[config.mk]
export PLATFORM = sky130hd
export DESIGN_NAME = sync_serial_shift_engine
export DESIGN_NICKNAME = d
export VERILOG_FILES = /design/src/hdl/ssp_pkg.sv /design/src/hdl/shift_clock_divider.sv /design/src/hdl/sync_serial_shift_engine.sv /design/src/hdl/sync_stage2.sv
export SDC_FILE = /design/constraint.sdc
export NUM_CORES = 1
export LEC_CHECK = 0
export ABC_CLOCK_PERIOD_IN_PS = 7400
export BUFFER_PORTS_ARGS = -buffer_cell sky130_fd_sc_hd__buf_2
export CORE_MARGIN = 3
export CORE_UTILIZATION = 50
export DETAILED_ROUTE_END_ITERATION = 8
export PLACE_DENSITY = 0.77
export SYNTH_ARGS = -nofsm -noshare
export SYNTH_HDL_FRONTEND = slang
export SYNTH_SLANG_ARGS = --single-unit
[constraint.sdc]
create_clock -name REF_CLK -period 7.4 [get_ports REF_CLK]
set_input_delay 1.48 -clock REF_CLK [delete_from_list [all_inputs] [get_ports REF_CLK]]
set_output_delay 1.48 -clock REF_CLK [all_outputs]
set_load 0.01 [all_outputs]
[src/hdl/ssp_pkg.sv]
package ssp_pkg;
  // ----------------------------------------------------------------
  // Register map (byte addresses on the AXI4-Lite bus)
  // ----------------------------------------------------------------
  localparam logic [7:0] OFS_CTRL = 8'h00;
  localparam logic [7:0] OFS_TB = 8'h04;
  localparam logic [7:0] OFS_RB = 8'h08;
  localparam logic [7:0] OFS_BAUD = 8'h0C;
  // ----------------------------------------------------------------
  // Control/status field positions
  // ----------------------------------------------------------------
  localparam int EN_POS = 15;
  localparam int MASTER_SEL_POS = 14;
  localparam int BUSY_POS = 12;
  localparam int BAUD_ERR_POS = 11;
  localparam int PHASE_ERR_POS = 10;
  localparam int RECV_ERR_POS = 9;
  localparam int XMIT_ERR_POS = 8;
  localparam int POLARITY_POS = 6;
  localparam int PHASE_POS = 5;
  localparam int HEADING_POS = 4;
  // ----------------------------------------------------------------
  // Reset values and write masks
  // ----------------------------------------------------------------
  localparam logic [15:0] CTRL_RESET = 16'h0000;
  localparam logic [15:0] BAUD_RESET = 16'h0003;
  localparam logic [15:0] CFG_WMASK = 16'hCF7F;
  localparam logic [15:0] STAT_WMASK = 16'hCF00;
  localparam logic [19:0] PER_MAX = 20'hFFFFF;
  localparam logic [1:0] RESP_OKAY = 2'h0;
  localparam logic [1:0] RESP_SLVERR = 2'h2;
  // ----------------------------------------------------------------
  // Engine states
  // ----------------------------------------------------------------
  typedef enum logic [2:0] {
    ST_IDLE = 3'b001,
    ST_WAIT = 3'b010,
    ST_RUN = 3'b100
  } eng_state_t;
endpackage

[src/hdl/shift_clock_divider.sv]
`timescale 1ns/1ps
`default_nettype none
module shift_clock_divider (
  // Clock and reset
  input wire logic clk,
  input wire logic rst_n,
  // Control
  input wire logic run,
  input wire logic [15:0] reload,
  // One pulse every reload+1 cycles
  output logic tick
);
  typedef struct packed {
    logic [15:0] cnt;
    logic tick;
  } div_t;
  div_t d_reg;
  div_t d_next;

  always_comb begin
    d_next = d_reg;
    d_next.tick = 1'b0;
    if (!run) begin
      d_next.cnt = reload;
    end else if (d_reg.cnt == 16'h0000) begin
      d_next.cnt = reload;
      d_next.tick = 1'b1;
    end else begin
      d_next.cnt = d_reg.cnt - 16'h0001;
    end
  end

  always_ff @(posedge clk or negedge rst_n) begin
    if (!rst_n) begin
      d_reg <= '0;
    end else begin
      d_reg <= d_next;
    end
  end

  assign tick = d_reg.tick;
endmodule
`default_nettype wire

[src/hdl/sync_serial_shift_engine.sv]
// The implementer's own choices: register access over AXI4-Lite and the address map.
`timescale 1ns/1ps
`default_nettype none
// Function
// - Enable bit 15 allows transfers and maps control accesses to status view
// - Bit 14 selects slave (external clock) or master (drives clock out)
// - Bit 12 shows a transfer in progress; hardware owns it
// - Bit 11 flags slave clock period off by more than factor 2 or 0.5
// - Phase error flagged when input data changes around the sampling edge
// - Bit 9 flags reception completed before receive buffer was read
// - Bit 8 flags slave transfer starting with transmit buffer not reloaded
// - Bits 3:0 show the shift counter, updated each shifted bit
// - Old enable value decides whether a write hits config or status
// - Transmit buffer right-aligned; bits beyond width ignored
// - Receive buffer right-aligned; bits above width invalid
// - One shift register sends and receives the same number of bits
// - Buffer moves to empty shift register; master starts, slave awaits clock
// - Transfer start sets busy and pulses transmit request
// - After 2 to 16 bits, shift register goes to receive buffer, receive request
// - Busy clears with receive buffer load when transmit buffer empty
// - Heading bit: 0 least significant first, 1 most significant first
// - One clock edge shifts out, the other latches in; phase picks which
// - Polarity sets idle clock level and the leading edge direction
// - Phase 0 shifts on leading, latches trailing; phase 1 the reverse
// - Width field plus one gives transfer bits; zero is reserved
// - Per-error enable bits decide whether each error is checked
module sync_serial_shift_engine (
  // Clock and reset
  input wire logic REF_CLK,
  input wire logic RESET_N,
  // AXI4-Lite write address and data
  input wire logic AWVALID,
  output logic AWREADY,
  input wire logic [7:0] AWADDR,
  input wire logic WVALID,
  output logic WREADY,
  input wire logic [31:0] WDATA,
  input wire logic [3:0] WSTRB,
  // AXI4-Lite write response
  output logic BVALID,
  input wire logic BREADY,
  output logic [1:0] BRESP,
  // AXI4-Lite read
  input wire logic ARVALID,
  output logic ARREADY,
  input wire logic [7:0] ARADDR,
  output logic RVALID,
  input wire logic RREADY,
  output logic [31:0] RDATA,
  output logic [1:0] RRESP,
  // Shift clock pin
  input wire logic RECEIVED_SHIFT_CLOCK,
  output logic GENERATED_SHIFT_CLOCK,
  output logic GENERATED_SHIFT_CLOCK_OE,
  // Data pins
  input wire logic MASTER_OUT_SLAVE_IN_PIN_I,
  output logic MASTER_OUT_SLAVE_IN_PIN_O,
  output logic MASTER_OUT_SLAVE_IN_PIN_OE,
  input wire logic MASTER_IN_SLAVE_OUT_PIN_I,
  output logic MASTER_IN_SLAVE_OUT_PIN_O,
  output logic MASTER_IN_SLAVE_OUT_PIN_OE,
  // Request lines
  output logic TRANSMIT_IRQ_LINE,
  output logic RECEIVE_IRQ_LINE
);
  typedef struct packed {
    logic en;
    logic ms;
    logic [11:0] cfg;
    logic be;
    logic pe;
    logic re;
    logic te;
    logic [15:0] tb;
    logic tb_full;
    logic [15:0] rb;
    logic rb_full;
    logic [15:0] baud;
    logic [15:0] sr;
    logic [4:0] cnt;
    ssp_pkg::eng_state_t st;
    logic sclk;
    logic tx;
    logic sclk_prev;
    logic rx_prev;
    logic pe_win;
    logic [19:0] per;
    logic per_ok;
    logic transmit_irq_line;
    logic receive_irq_line;
    logic aw_ok;
    logic [7:0] aw_addr;
    logic w_ok;
    logic [15:0] wdata;
    logic [1:0] wstrb;
    logic bvalid;
    logic [1:0] bresp;
    logic rvalid;
    logic [15:0] rdata;
    logic [1:0] rresp;
  } state_t;

  state_t r;
  state_t n;
  logic [1:0] rst_sync_reg;
  logic rst_n;
  logic [2:0] pins_s;
  logic sclk_s, mosi_s, miso_s, rx_s, tick;
  logic po, ph, hb, ren, pen, ben, ten, busy;
  logic [3:0] bm;
  logic [4:0] w, cnt_n;
  logic edge_s, lead, trail, latch, shft, done, proc, wr, tb_wr, rb_rd;
  logic [15:0] ld_val, sr_sh, sr_f, rb_val, m, stat_v, cfg_v, ctrl_v, cm, ctrl_w;
  logic [19:0] exp_h;

  // ----------------------------------------------------------------
  // Reset release and pin synchronisers
  // ----------------------------------------------------------------
  always_ff @(posedge REF_CLK or negedge RESET_N) begin
    if (!RESET_N) begin
      rst_sync_reg <= 2'h0;
    end else begin
      rst_sync_reg <= {rst_sync_reg[0], 1'b1};
    end
  end
  assign rst_n = rst_sync_reg[1];

  sync_stage2 #(.W(3)) u_pins (
    .clk(REF_CLK),
    .rst_n(rst_n),
    .d({RECEIVED_SHIFT_CLOCK, MASTER_OUT_SLAVE_IN_PIN_I, MASTER_IN_SLAVE_OUT_PIN_I}),
    .q(pins_s)
  );
  assign sclk_s = pins_s[2];
  assign mosi_s = pins_s[1];
  assign miso_s = pins_s[0];

  shift_clock_divider u_div (
    .clk(REF_CLK),
    .rst_n(rst_n),
    .run(r.en && r.ms && busy),
    .reload(r.baud),
    .tick(tick)
  );

  // ----------------------------------------------------------------
  // Decode of configuration and serial edges
  // ----------------------------------------------------------------
  assign po = r.cfg[ssp_pkg::POLARITY_POS];
  assign ph = r.cfg[ssp_pkg::PHASE_POS];
  assign hb = r.cfg[ssp_pkg::HEADING_POS];
  assign ben = r.cfg[ssp_pkg::BAUD_ERR_POS];
  assign pen = r.cfg[ssp_pkg::PHASE_ERR_POS];
  assign ren = r.cfg[ssp_pkg::RECV_ERR_POS];
  assign ten = r.cfg[ssp_pkg::XMIT_ERR_POS];
  assign bm = r.cfg[3:0];
  assign w = {1'b0, bm} + 5'h01;
  assign busy = (r.st == ssp_pkg::ST_RUN);
  assign rx_s = r.ms ? miso_s : mosi_s;
  // Master edges come from its own divider, slave edges from the pin
  assign edge_s = r.ms ? tick : (sclk_s != r.sclk_prev);
  assign lead = edge_s && ((r.ms ? r.sclk : r.sclk_prev) == po);
  assign trail = edge_s && !lead;
  assign latch = ph ? lead : trail;
  assign shft = ph ? trail : lead;
  // Left-justify for MSB first so the out bit is always at one end
  assign ld_val = hb ? (r.tb << (4'hF - bm)) : r.tb;
  assign sr_sh = hb ? {r.sr[14:0], rx_s} : {rx_s, r.sr[15:1]};
  assign cnt_n = latch ? r.cnt + 5'h01 : r.cnt;
  assign done = trail && (cnt_n == w);
  assign sr_f = latch ? sr_sh : r.sr;
  assign rb_val = hb ? sr_f : (sr_f >> (4'hF - bm));
  assign exp_h = {4'h0, r.baud} + 20'h00001;
  assign proc = r.en && (busy || (!r.ms && edge_s && !(r.st == ssp_pkg::ST_IDLE && r.tb_full)));

  // ----------------------------------------------------------------
  // Register views and bus decode
  // ----------------------------------------------------------------
  assign stat_v = {r.en, r.ms, 1'b0, busy, r.be, r.pe, r.re, r.te, 4'h0, r.cnt[3:0]};
  assign cfg_v = {r.en, r.ms, 2'b00, r.cfg};
  assign ctrl_v = r.en ? stat_v : cfg_v;
  assign m = {{8{r.wstrb[1]}}, {8{r.wstrb[0]}}};
  // Reserved, busy and count bits are masked off, so they cannot be written
  assign cm = (r.en ? ssp_pkg::STAT_WMASK : ssp_pkg::CFG_WMASK) & m;
  assign ctrl_w = (ctrl_v & ~cm) | (r.wdata & cm);
  assign wr = r.aw_ok && r.w_ok && !r.bvalid;
  assign tb_wr = wr && (r.aw_addr == ssp_pkg::OFS_TB);
  assign rb_rd = ARVALID && !r.rvalid && (ARADDR == ssp_pkg::OFS_RB);

  always_comb begin
    n = r;
    n.transmit_irq_line = 1'b0;
    n.receive_irq_line = 1'b0;
    n.pe_win = 1'b0;
    n.sclk_prev = sclk_s;
    n.rx_prev = rx_s;
    // ----------------------------------------------------------------
    // Bus slave
    // ----------------------------------------------------------------
    if (AWVALID && !r.aw_ok) begin
      n.aw_ok = 1'b1;
      n.aw_addr = AWADDR;
    end
    if (WVALID && !r.w_ok) begin
      n.w_ok = 1'b1;
      n.wdata = WDATA[15:0];
      n.wstrb = WSTRB[1:0];
    end
    if (r.bvalid && BREADY) begin
      n.bvalid = 1'b0;
    end
    if (wr) begin
      n.aw_ok = 1'b0;
      n.w_ok = 1'b0;
      n.bvalid = 1'b1;
      n.bresp = ssp_pkg::RESP_OKAY;
      case (r.aw_addr)
        ssp_pkg::OFS_CTRL: begin
          n.en = ctrl_w[ssp_pkg::EN_POS];
          n.ms = ctrl_w[ssp_pkg::MASTER_SEL_POS];
          if (r.en) begin
            {n.be, n.pe, n.re, n.te} = ctrl_w[11:8];
          end else begin
            n.cfg = ctrl_w[11:0];
          end
        end
        ssp_pkg::OFS_TB: begin
          n.tb = (r.tb & ~m) | (r.wdata & m);
          n.tb_full = 1'b1;
        end
        ssp_pkg::OFS_BAUD: n.baud = (r.baud & ~m) | (r.wdata & m);
        ssp_pkg::OFS_RB: n.bresp = ssp_pkg::RESP_OKAY;
        default: n.bresp = ssp_pkg::RESP_SLVERR;
      endcase
    end
    if (r.rvalid && RREADY) begin
      n.rvalid = 1'b0;
    end
    if (ARVALID && !r.rvalid) begin
      n.rvalid = 1'b1;
      n.rresp = ssp_pkg::RESP_OKAY;
      n.rdata = 16'h0000;
      case (ARADDR)
        ssp_pkg::OFS_CTRL: n.rdata = ctrl_v;
        ssp_pkg::OFS_TB: n.rdata = r.tb;
        ssp_pkg::OFS_RB: begin
          n.rdata = r.rb;
          n.rb_full = 1'b0;
        end
        ssp_pkg::OFS_BAUD: n.rdata = r.baud;
        default: n.rresp = ssp_pkg::RESP_SLVERR;
      endcase
    end
    // ----------------------------------------------------------------
    // Transfer sequencing
    // ----------------------------------------------------------------
    if (!r.en) begin
      // Disabled: park the clock at its idle level
      n.st = ssp_pkg::ST_IDLE;
      // Follows the polarity being written, so enabling shows no stray edge
      n.sclk = n.cfg[ssp_pkg::POLARITY_POS];
      n.per_ok = 1'b0;
    end else begin
      if (busy && r.per != ssp_pkg::PER_MAX) begin
        n.per = r.per + 20'h00001;
      end
      case (r.st)
        ssp_pkg::ST_IDLE: begin
          n.per_ok = 1'b0;
          if (r.tb_full) begin
            n.sr = ld_val;
            n.tx = hb ? ld_val[15] : ld_val[0];
            n.tb_full = tb_wr;
            n.cnt = 5'h00;
            n.st = r.ms ? ssp_pkg::ST_RUN : ssp_pkg::ST_WAIT;
            n.transmit_irq_line = r.ms;
          end else if (!r.ms && edge_s) begin
            n.st = ssp_pkg::ST_RUN;
            n.transmit_irq_line = 1'b1;
            n.cnt = 5'h00;
            if (ten) begin
              n.te = 1'b1;
            end
          end
        end
        ssp_pkg::ST_WAIT: begin
          if (r.ms || edge_s) begin
            n.st = ssp_pkg::ST_RUN;
            n.transmit_irq_line = 1'b1;
          end
        end
        ssp_pkg::ST_RUN: n.st = ssp_pkg::ST_RUN;
        default: n.st = ssp_pkg::ST_IDLE;
      endcase
    end
    if (proc) begin
      if (r.ms && tick) begin
        n.sclk = !r.sclk;
      end
      if (shft) begin
        n.tx = hb ? r.sr[15] : r.sr[0];
      end
      if (latch) begin
        n.sr = sr_sh;
        n.cnt = cnt_n;
        n.pe_win = 1'b1;
      end
      // Data moving at the latch edge or just after it
      if ((latch || r.pe_win) && pen && rx_s != r.rx_prev) begin
        n.pe = 1'b1;
      end
      if (lead && !r.ms) begin
        n.per = 20'h00000;
        n.per_ok = 1'b1;
        if (r.per_ok && ben && (r.per > (exp_h << 2) || r.per < exp_h)) begin
          n.be = 1'b1;
        end
      end
      if (done) begin
        n.rb = rb_val;
        n.rb_full = 1'b1;
        n.receive_irq_line = 1'b1;
        n.cnt = 5'h00;
        if (ren && r.rb_full && !rb_rd) begin
          n.re = 1'b1;
        end
        if (r.tb_full) begin
          // Back-to-back frames: no gap on the data line
          n.sr = ld_val;
          n.tx = hb ? ld_val[15] : ld_val[0];
          n.tb_full = tb_wr;
          n.transmit_irq_line = 1'b1;
        end else begin
          n.st = ssp_pkg::ST_IDLE;
        end
      end
    end
  end

  always_ff @(posedge REF_CLK or negedge rst_n) begin
    if (!rst_n) begin
      r <= '0;
      r.st <= ssp_pkg::ST_IDLE;
      r.baud <= ssp_pkg::BAUD_RESET;
      {r.en, r.ms, r.cfg} <= ssp_pkg::CTRL_RESET[15:2];
    end else begin
      r <= n;
    end
  end

  // ----------------------------------------------------------------
  // Outputs
  // ----------------------------------------------------------------
  assign AWREADY = !r.aw_ok;
  assign WREADY = !r.w_ok;
  assign BVALID = r.bvalid;
  assign BRESP = r.bresp;
  assign ARREADY = !r.rvalid;
  assign RVALID = r.rvalid;
  assign RDATA = {16'h0000, r.rdata};
  assign RRESP = r.rresp;
  assign GENERATED_SHIFT_CLOCK = r.sclk;
  assign GENERATED_SHIFT_CLOCK_OE = r.en && r.ms;
  assign MASTER_OUT_SLAVE_IN_PIN_O = r.tx;
  assign MASTER_OUT_SLAVE_IN_PIN_OE = r.en && r.ms;
  assign MASTER_IN_SLAVE_OUT_PIN_O = r.tx;
  assign MASTER_IN_SLAVE_OUT_PIN_OE = r.en && !r.ms;
  assign TRANSMIT_IRQ_LINE = r.transmit_irq_line;
  assign RECEIVE_IRQ_LINE = r.receive_irq_line;
endmodule
`default_nettype wire

[src/hdl/sync_stage2.sv]
`timescale 1ns/1ps
`default_nettype none
module sync_stage2 #(
  parameter int W = 1
) (
  // Clock and reset
  input wire logic clk,
  input wire logic rst_n,
  // Levels from outside, levels on clk
  input wire logic [W-1:0] d,
  output logic [W-1:0] q
);
  typedef struct packed {
    logic [W-1:0] meta;
    logic [W-1:0] sync;
  } sync_t;
  sync_t s_reg;
  sync_t s_next;

  always_comb begin
    s_next.meta = d;
    s_next.sync = s_reg.meta;
  end

  always_ff @(posedge clk or negedge rst_n) begin
    if (!rst_n) begin
      s_reg <= '0;
    end else begin
      s_reg <= s_next;
    end
  end

  assign q = s_reg.sync;
endmodule
`default_nettype wire

==> impl_metrics.py <==
metrics = {
    "run_status": {
        "outcome": "finished, final reports clean",
    },
    "logic_synthesis": {
        "syn-instance-count": 1185,
        "synth_cell_type_count": 88,
        "fraction_of_registers_with_async_set_or_reset_after_synthesis_pct": 100,
        "synth_warnings": 0,
        "post_synth.cell_area_avg_sq_um": 10.3,
        "synthesis.area_sq_mm": 0.0122,
        "synth-seq-area-share_pct": 39.6,
        "dominant_synthesized_flop_cell": "sky130_fd_sc_hd__dfrtp_1",
        "synth-edff-count": 0,
        "synthDominantAreaCellType": "sky130_fd_sc_hd__dfrtp_1",
        "synth_largest_type_area_fraction_pct": 38.9,
        "postSynthRegisterBits": 193,
        "synth.top_cells.by_area": "sky130_fd_sc_hd__dfrtp_1 (39%), sky130_fd_sc_hd__mux2_2 (10%), sky130_fd_sc_hd__mux4_2 (5.2%)",
    },
    "drt": {
        "route.detailed.vias_per_inst": 6.28,
        "post-route-drc-count": 0,
        "routedWlPerCell_um": 21.2,
        "dr.pass1.iters": 6,
        "remaining_antenna_violation_count_after_routing": 0,
        "postRouteWirelength_mm": 32.4,
        "vias": 9613,
        "drt-initial-drc-count": 925,
    },
    "placement": {
        "port-buffer-count": 74,
        "routabilityCongestion": 0.970,
        "placed_cells": 1498,
        "dp.final_hpwl_mm": 23.5,
    },
    "floorplan": {
        "initial_core_util_pct": 51.4,
        "core_region_area_sq_mm": 0.0238,
        "overall_die_height_um": 162,
        "io-pin-count": 111,
        "core.rowCount": 56,
        "design.die.area_sq_mm": 0.0263,
        "die_width_um": 162,
    },
    "cells_and_area": {
        "finalNetCount": 1296,
        "finish.utilization_pct": 55.3,
        "layout-drive-gt1-share_pct": 23.6,
        "area_growth_pct": 7.62,
        "layout.cells.non_filler": 1530,
        "diodes": 0,
    },
    "pwr": {
        "power-per-cell-area_mw_per_mm2": 260,
        "worst_ir_drop_vdd_uv": 170,
        "static-leakage-power_nw": 5.67,
    },
    "grt": {
        "via_count_of_the_first_global_routing_pass": 9284,
        "track_usage_pct": 25.1,
        "grt_first_pass_wirelength_mm": 51.8,
        "grt_antenna_before_repair": 0,
        "global_route.overflow_total": 0,
        "largest_net_degree_at_the_start_of_global_routing": 85,
    },
    "timing": {
        "period_minus_slack_ps": 4270,
        "final-hold-violation-count": 0,
        "layout_worst_path_cycle_share_pct": 57.7,
        "post_route_setup_tns_ps": 0,
        "max_slew_margin_pct": 13.7,
        "rsz0062_at_grt": "no",
        "worst_pin_slew_ps": 1290,
        "timing.final.max_slew_violations": 0,
        "setup_violations": 0,
        "timing.fmax_mhz": 234,
        "clock-skew-final_ps": 8.62,
    },
    "clock_tree": {
        "clock_tree.buffer_depth": 2,
        "htree_num_levels": 4,
        "worst_skew_pair.late_latency_ps": 450,
        "post_cts_buffers": 0,
        "cts.root.buffer_cell": "sky130_fd_sc_hd__clkbuf_16",
        "path_clk_slew_ps": 70,
        "clock_sink_count": 193,
        "numCtsBuffers": 17,
        "cts_tree": "yes",
        "holdBufCountCts": 0,
        "cts_repair_resize_count": 0,
    },
    "critical_path": {
        "timing.critical_path.fanout_max": 30,
        "reg2reg_depth": 9,
        "criticalPathCategory": "flip-flop to flip-flop",
        "worstSetupEndpointType": "flip-flop",
        "crit_path_start_kind": "flip-flop",
        "worstPathRequired_ps": 7740,
        "cp_data_arrival_time_ps": 4610,
    },
    "flow_run": {
        "max_cap_violations": 0,
    },
    "hold_path": {
        "min_path_cells": 0,
        "hold_path_class": "flip-flop to flip-flop",
    },
}
[per-stage QoR]
step           hold slack (ps)  total power, W  worst slack, ps  cell area (sq um)
2_1_floorplan              331         0.00219             1630              12300
3_3_place_gp               336         0.00243             3300              12600
3_5_place_dp               340         0.00247             3210              12600
4_1_cts                    357         0.00340             3140              13100
5_1_grt                    364         0.00360             2820              13100
6_report                   353         0.00342             3130              13100
[routing by layer]
| metal | wire length [um] | vias to the layer above | GRT usage, % |
|---|---|---|---|
| met5 | 0 | - | 0 |
| met4 | 1170 | 0 | 9.00 |
| met3 | 3320 | 72 | 7.32 |
| met2 | 14200 | 454 | 37.1 |
| met1 | 13700 | 4751 | 35.4 |
| li1 | - | 4336 | - |
[final cells by class]
| type | instances | area, sq um |
|---|---|---|
| Multi-Input combinational cell | 861 | 6720 |
| Tap cell | 319 | 399 |
| Clock inverter | 12 | 141 |
| Sequential cell | 193 | 4840 |
| Inverter | 41 | 154 |
| Clock buffer | 20 | 447 |
| Fill cell | 2022 | 10600 |
| Timing Repair Buffer | 84 | 445 |
[cells by family (layout without fill, tap and decap cells)]
group	after synthesis	in the layout	synth area share, %
multiplexers	177	177	18.7
AO/OA/AOI/OAI	249	249	14.3
adder cells (fa/ha/maj)	38	38	3.85
AND/OR/NAND/NOR	322	322	13.6
buffers and inverters	148	157	5.96
other	2	19	0.0615
XOR/XNOR	56	56	4.02
flip-flops	193	193	39.6
[power by group]
part / total [W] / leakage, nW / switching (W) / internal [W]
Combinational: 0.00101 / 2.84 / 0.000542 / 0.000470
Clock: 0.000939 / 0.282 / 0.000451 / 0.000488
Sequential: 0.00146 / 2.55 / 0.000244 / 0.00122
[worst paths after layout]
check                                           from                   endpoint  slack, ps
setup / recovery                           flip-flop         r[131]$_DFFE_PN0P_       3130
max in group asynchronous  rst_sync_reg[1]$_DFF_PN0_            r[88]$_DFF_PN0_       5440
hold reg to reg            rst_sync_reg[0]$_DFF_PN0_  rst_sync_reg[1]$_DFF_PN0_        350
setup reg to reg                           flip-flop         r[131]$_DFFE_PN0P_       3130
hold / removal             rst_sync_reg[0]$_DFF_PN0_  rst_sync_reg[1]$_DFF_PN0_        350
min in group asynchronous  rst_sync_reg[1]$_DFF_PN0_   u_div.d_reg[2]$_DFF_PN0_        550
[synthesized netlist by cell type (5+ instances only)]
cell                       number
sky130_fd_sc_hd__a211oi_1       7
sky130_fd_sc_hd__a21o_1         7
sky130_fd_sc_hd__a21oi_1       52
sky130_fd_sc_hd__a221oi_1      13
sky130_fd_sc_hd__a22o_1        18
sky130_fd_sc_hd__a311oi_1       7
sky130_fd_sc_hd__a31oi_1        7
sky130_fd_sc_hd__and2_1         8
sky130_fd_sc_hd__and4_1         6
sky130_fd_sc_hd__buf_1          8
sky130_fd_sc_hd__buf_2          9
sky130_fd_sc_hd__buf_4         41
sky130_fd_sc_hd__clkbuf_1      48
sky130_fd_sc_hd__dfrtp_1      190
sky130_fd_sc_hd__ha_1          36
sky130_fd_sc_hd__inv_1         39
sky130_fd_sc_hd__mux2_2       108
sky130_fd_sc_hd__mux2i_1       38
sky130_fd_sc_hd__mux4_2        28
sky130_fd_sc_hd__nand2_1       82
sky130_fd_sc_hd__nand2b_1       7
sky130_fd_sc_hd__nand3_1       38
sky130_fd_sc_hd__nand4_1       15
sky130_fd_sc_hd__nor2_1        80
sky130_fd_sc_hd__nor2b_1       15
sky130_fd_sc_hd__nor3_1        15
sky130_fd_sc_hd__nor3b_1        7
sky130_fd_sc_hd__nor4_1        10
sky130_fd_sc_hd__o211ai_1       6
sky130_fd_sc_hd__o21a_1         7
sky130_fd_sc_hd__o21ai_0       62
sky130_fd_sc_hd__o221ai_1       5
sky130_fd_sc_hd__o22ai_1        7
sky130_fd_sc_hd__or3_1         11
sky130_fd_sc_hd__or4_1          5
sky130_fd_sc_hd__xnor2_1       30
sky130_fd_sc_hd__xor2_1        26
[layout by cell type, fill, tap and decap left out, types with 10 or more instances in the layout]
cell type	count
sky130_fd_sc_hd__a21oi_1	52
sky130_fd_sc_hd__a221oi_1	13
sky130_fd_sc_hd__a22o_1	18
sky130_fd_sc_hd__buf_2	74
sky130_fd_sc_hd__buf_4	10
sky130_fd_sc_hd__clkbuf_16	17
sky130_fd_sc_hd__conb_1	19
sky130_fd_sc_hd__dfrtp_1	189
sky130_fd_sc_hd__ha_1	36
sky130_fd_sc_hd__inv_1	39
sky130_fd_sc_hd__mux2_2	108
sky130_fd_sc_hd__mux2i_1	38
sky130_fd_sc_hd__mux4_2	28
sky130_fd_sc_hd__nand2_1	82
sky130_fd_sc_hd__nand3_1	38
sky130_fd_sc_hd__nand4_1	15
sky130_fd_sc_hd__nor2_1	80
sky130_fd_sc_hd__nor2b_1	13
sky130_fd_sc_hd__nor3_1	15
sky130_fd_sc_hd__nor4_1	10
sky130_fd_sc_hd__o21ai_0	62
sky130_fd_sc_hd__or3_1	11
sky130_fd_sc_hd__xnor2_1	30
sky130_fd_sc_hd__xor2_1	26
[critical path, stage by stage, from the launching register on]
cell and delay [ps]:
sky130_fd_sc_hd__dfrtp_1 830, sky130_fd_sc_hd__and4bb_4 310, sky130_fd_sc_hd__a2111oi_4 540, sky130_fd_sc_hd__a311oi_2 110, sky130_fd_sc_hd__xnor2_1 210, sky130_fd_sc_hd__nor4_4 530
sky130_fd_sc_hd__nand2_1 750, sky130_fd_sc_hd__inv_2 510, sky130_fd_sc_hd__o221ai_1 200, sky130_fd_sc_hd__o21a_1 150
No activity file was read; power rests on OpenSTA's default activity.
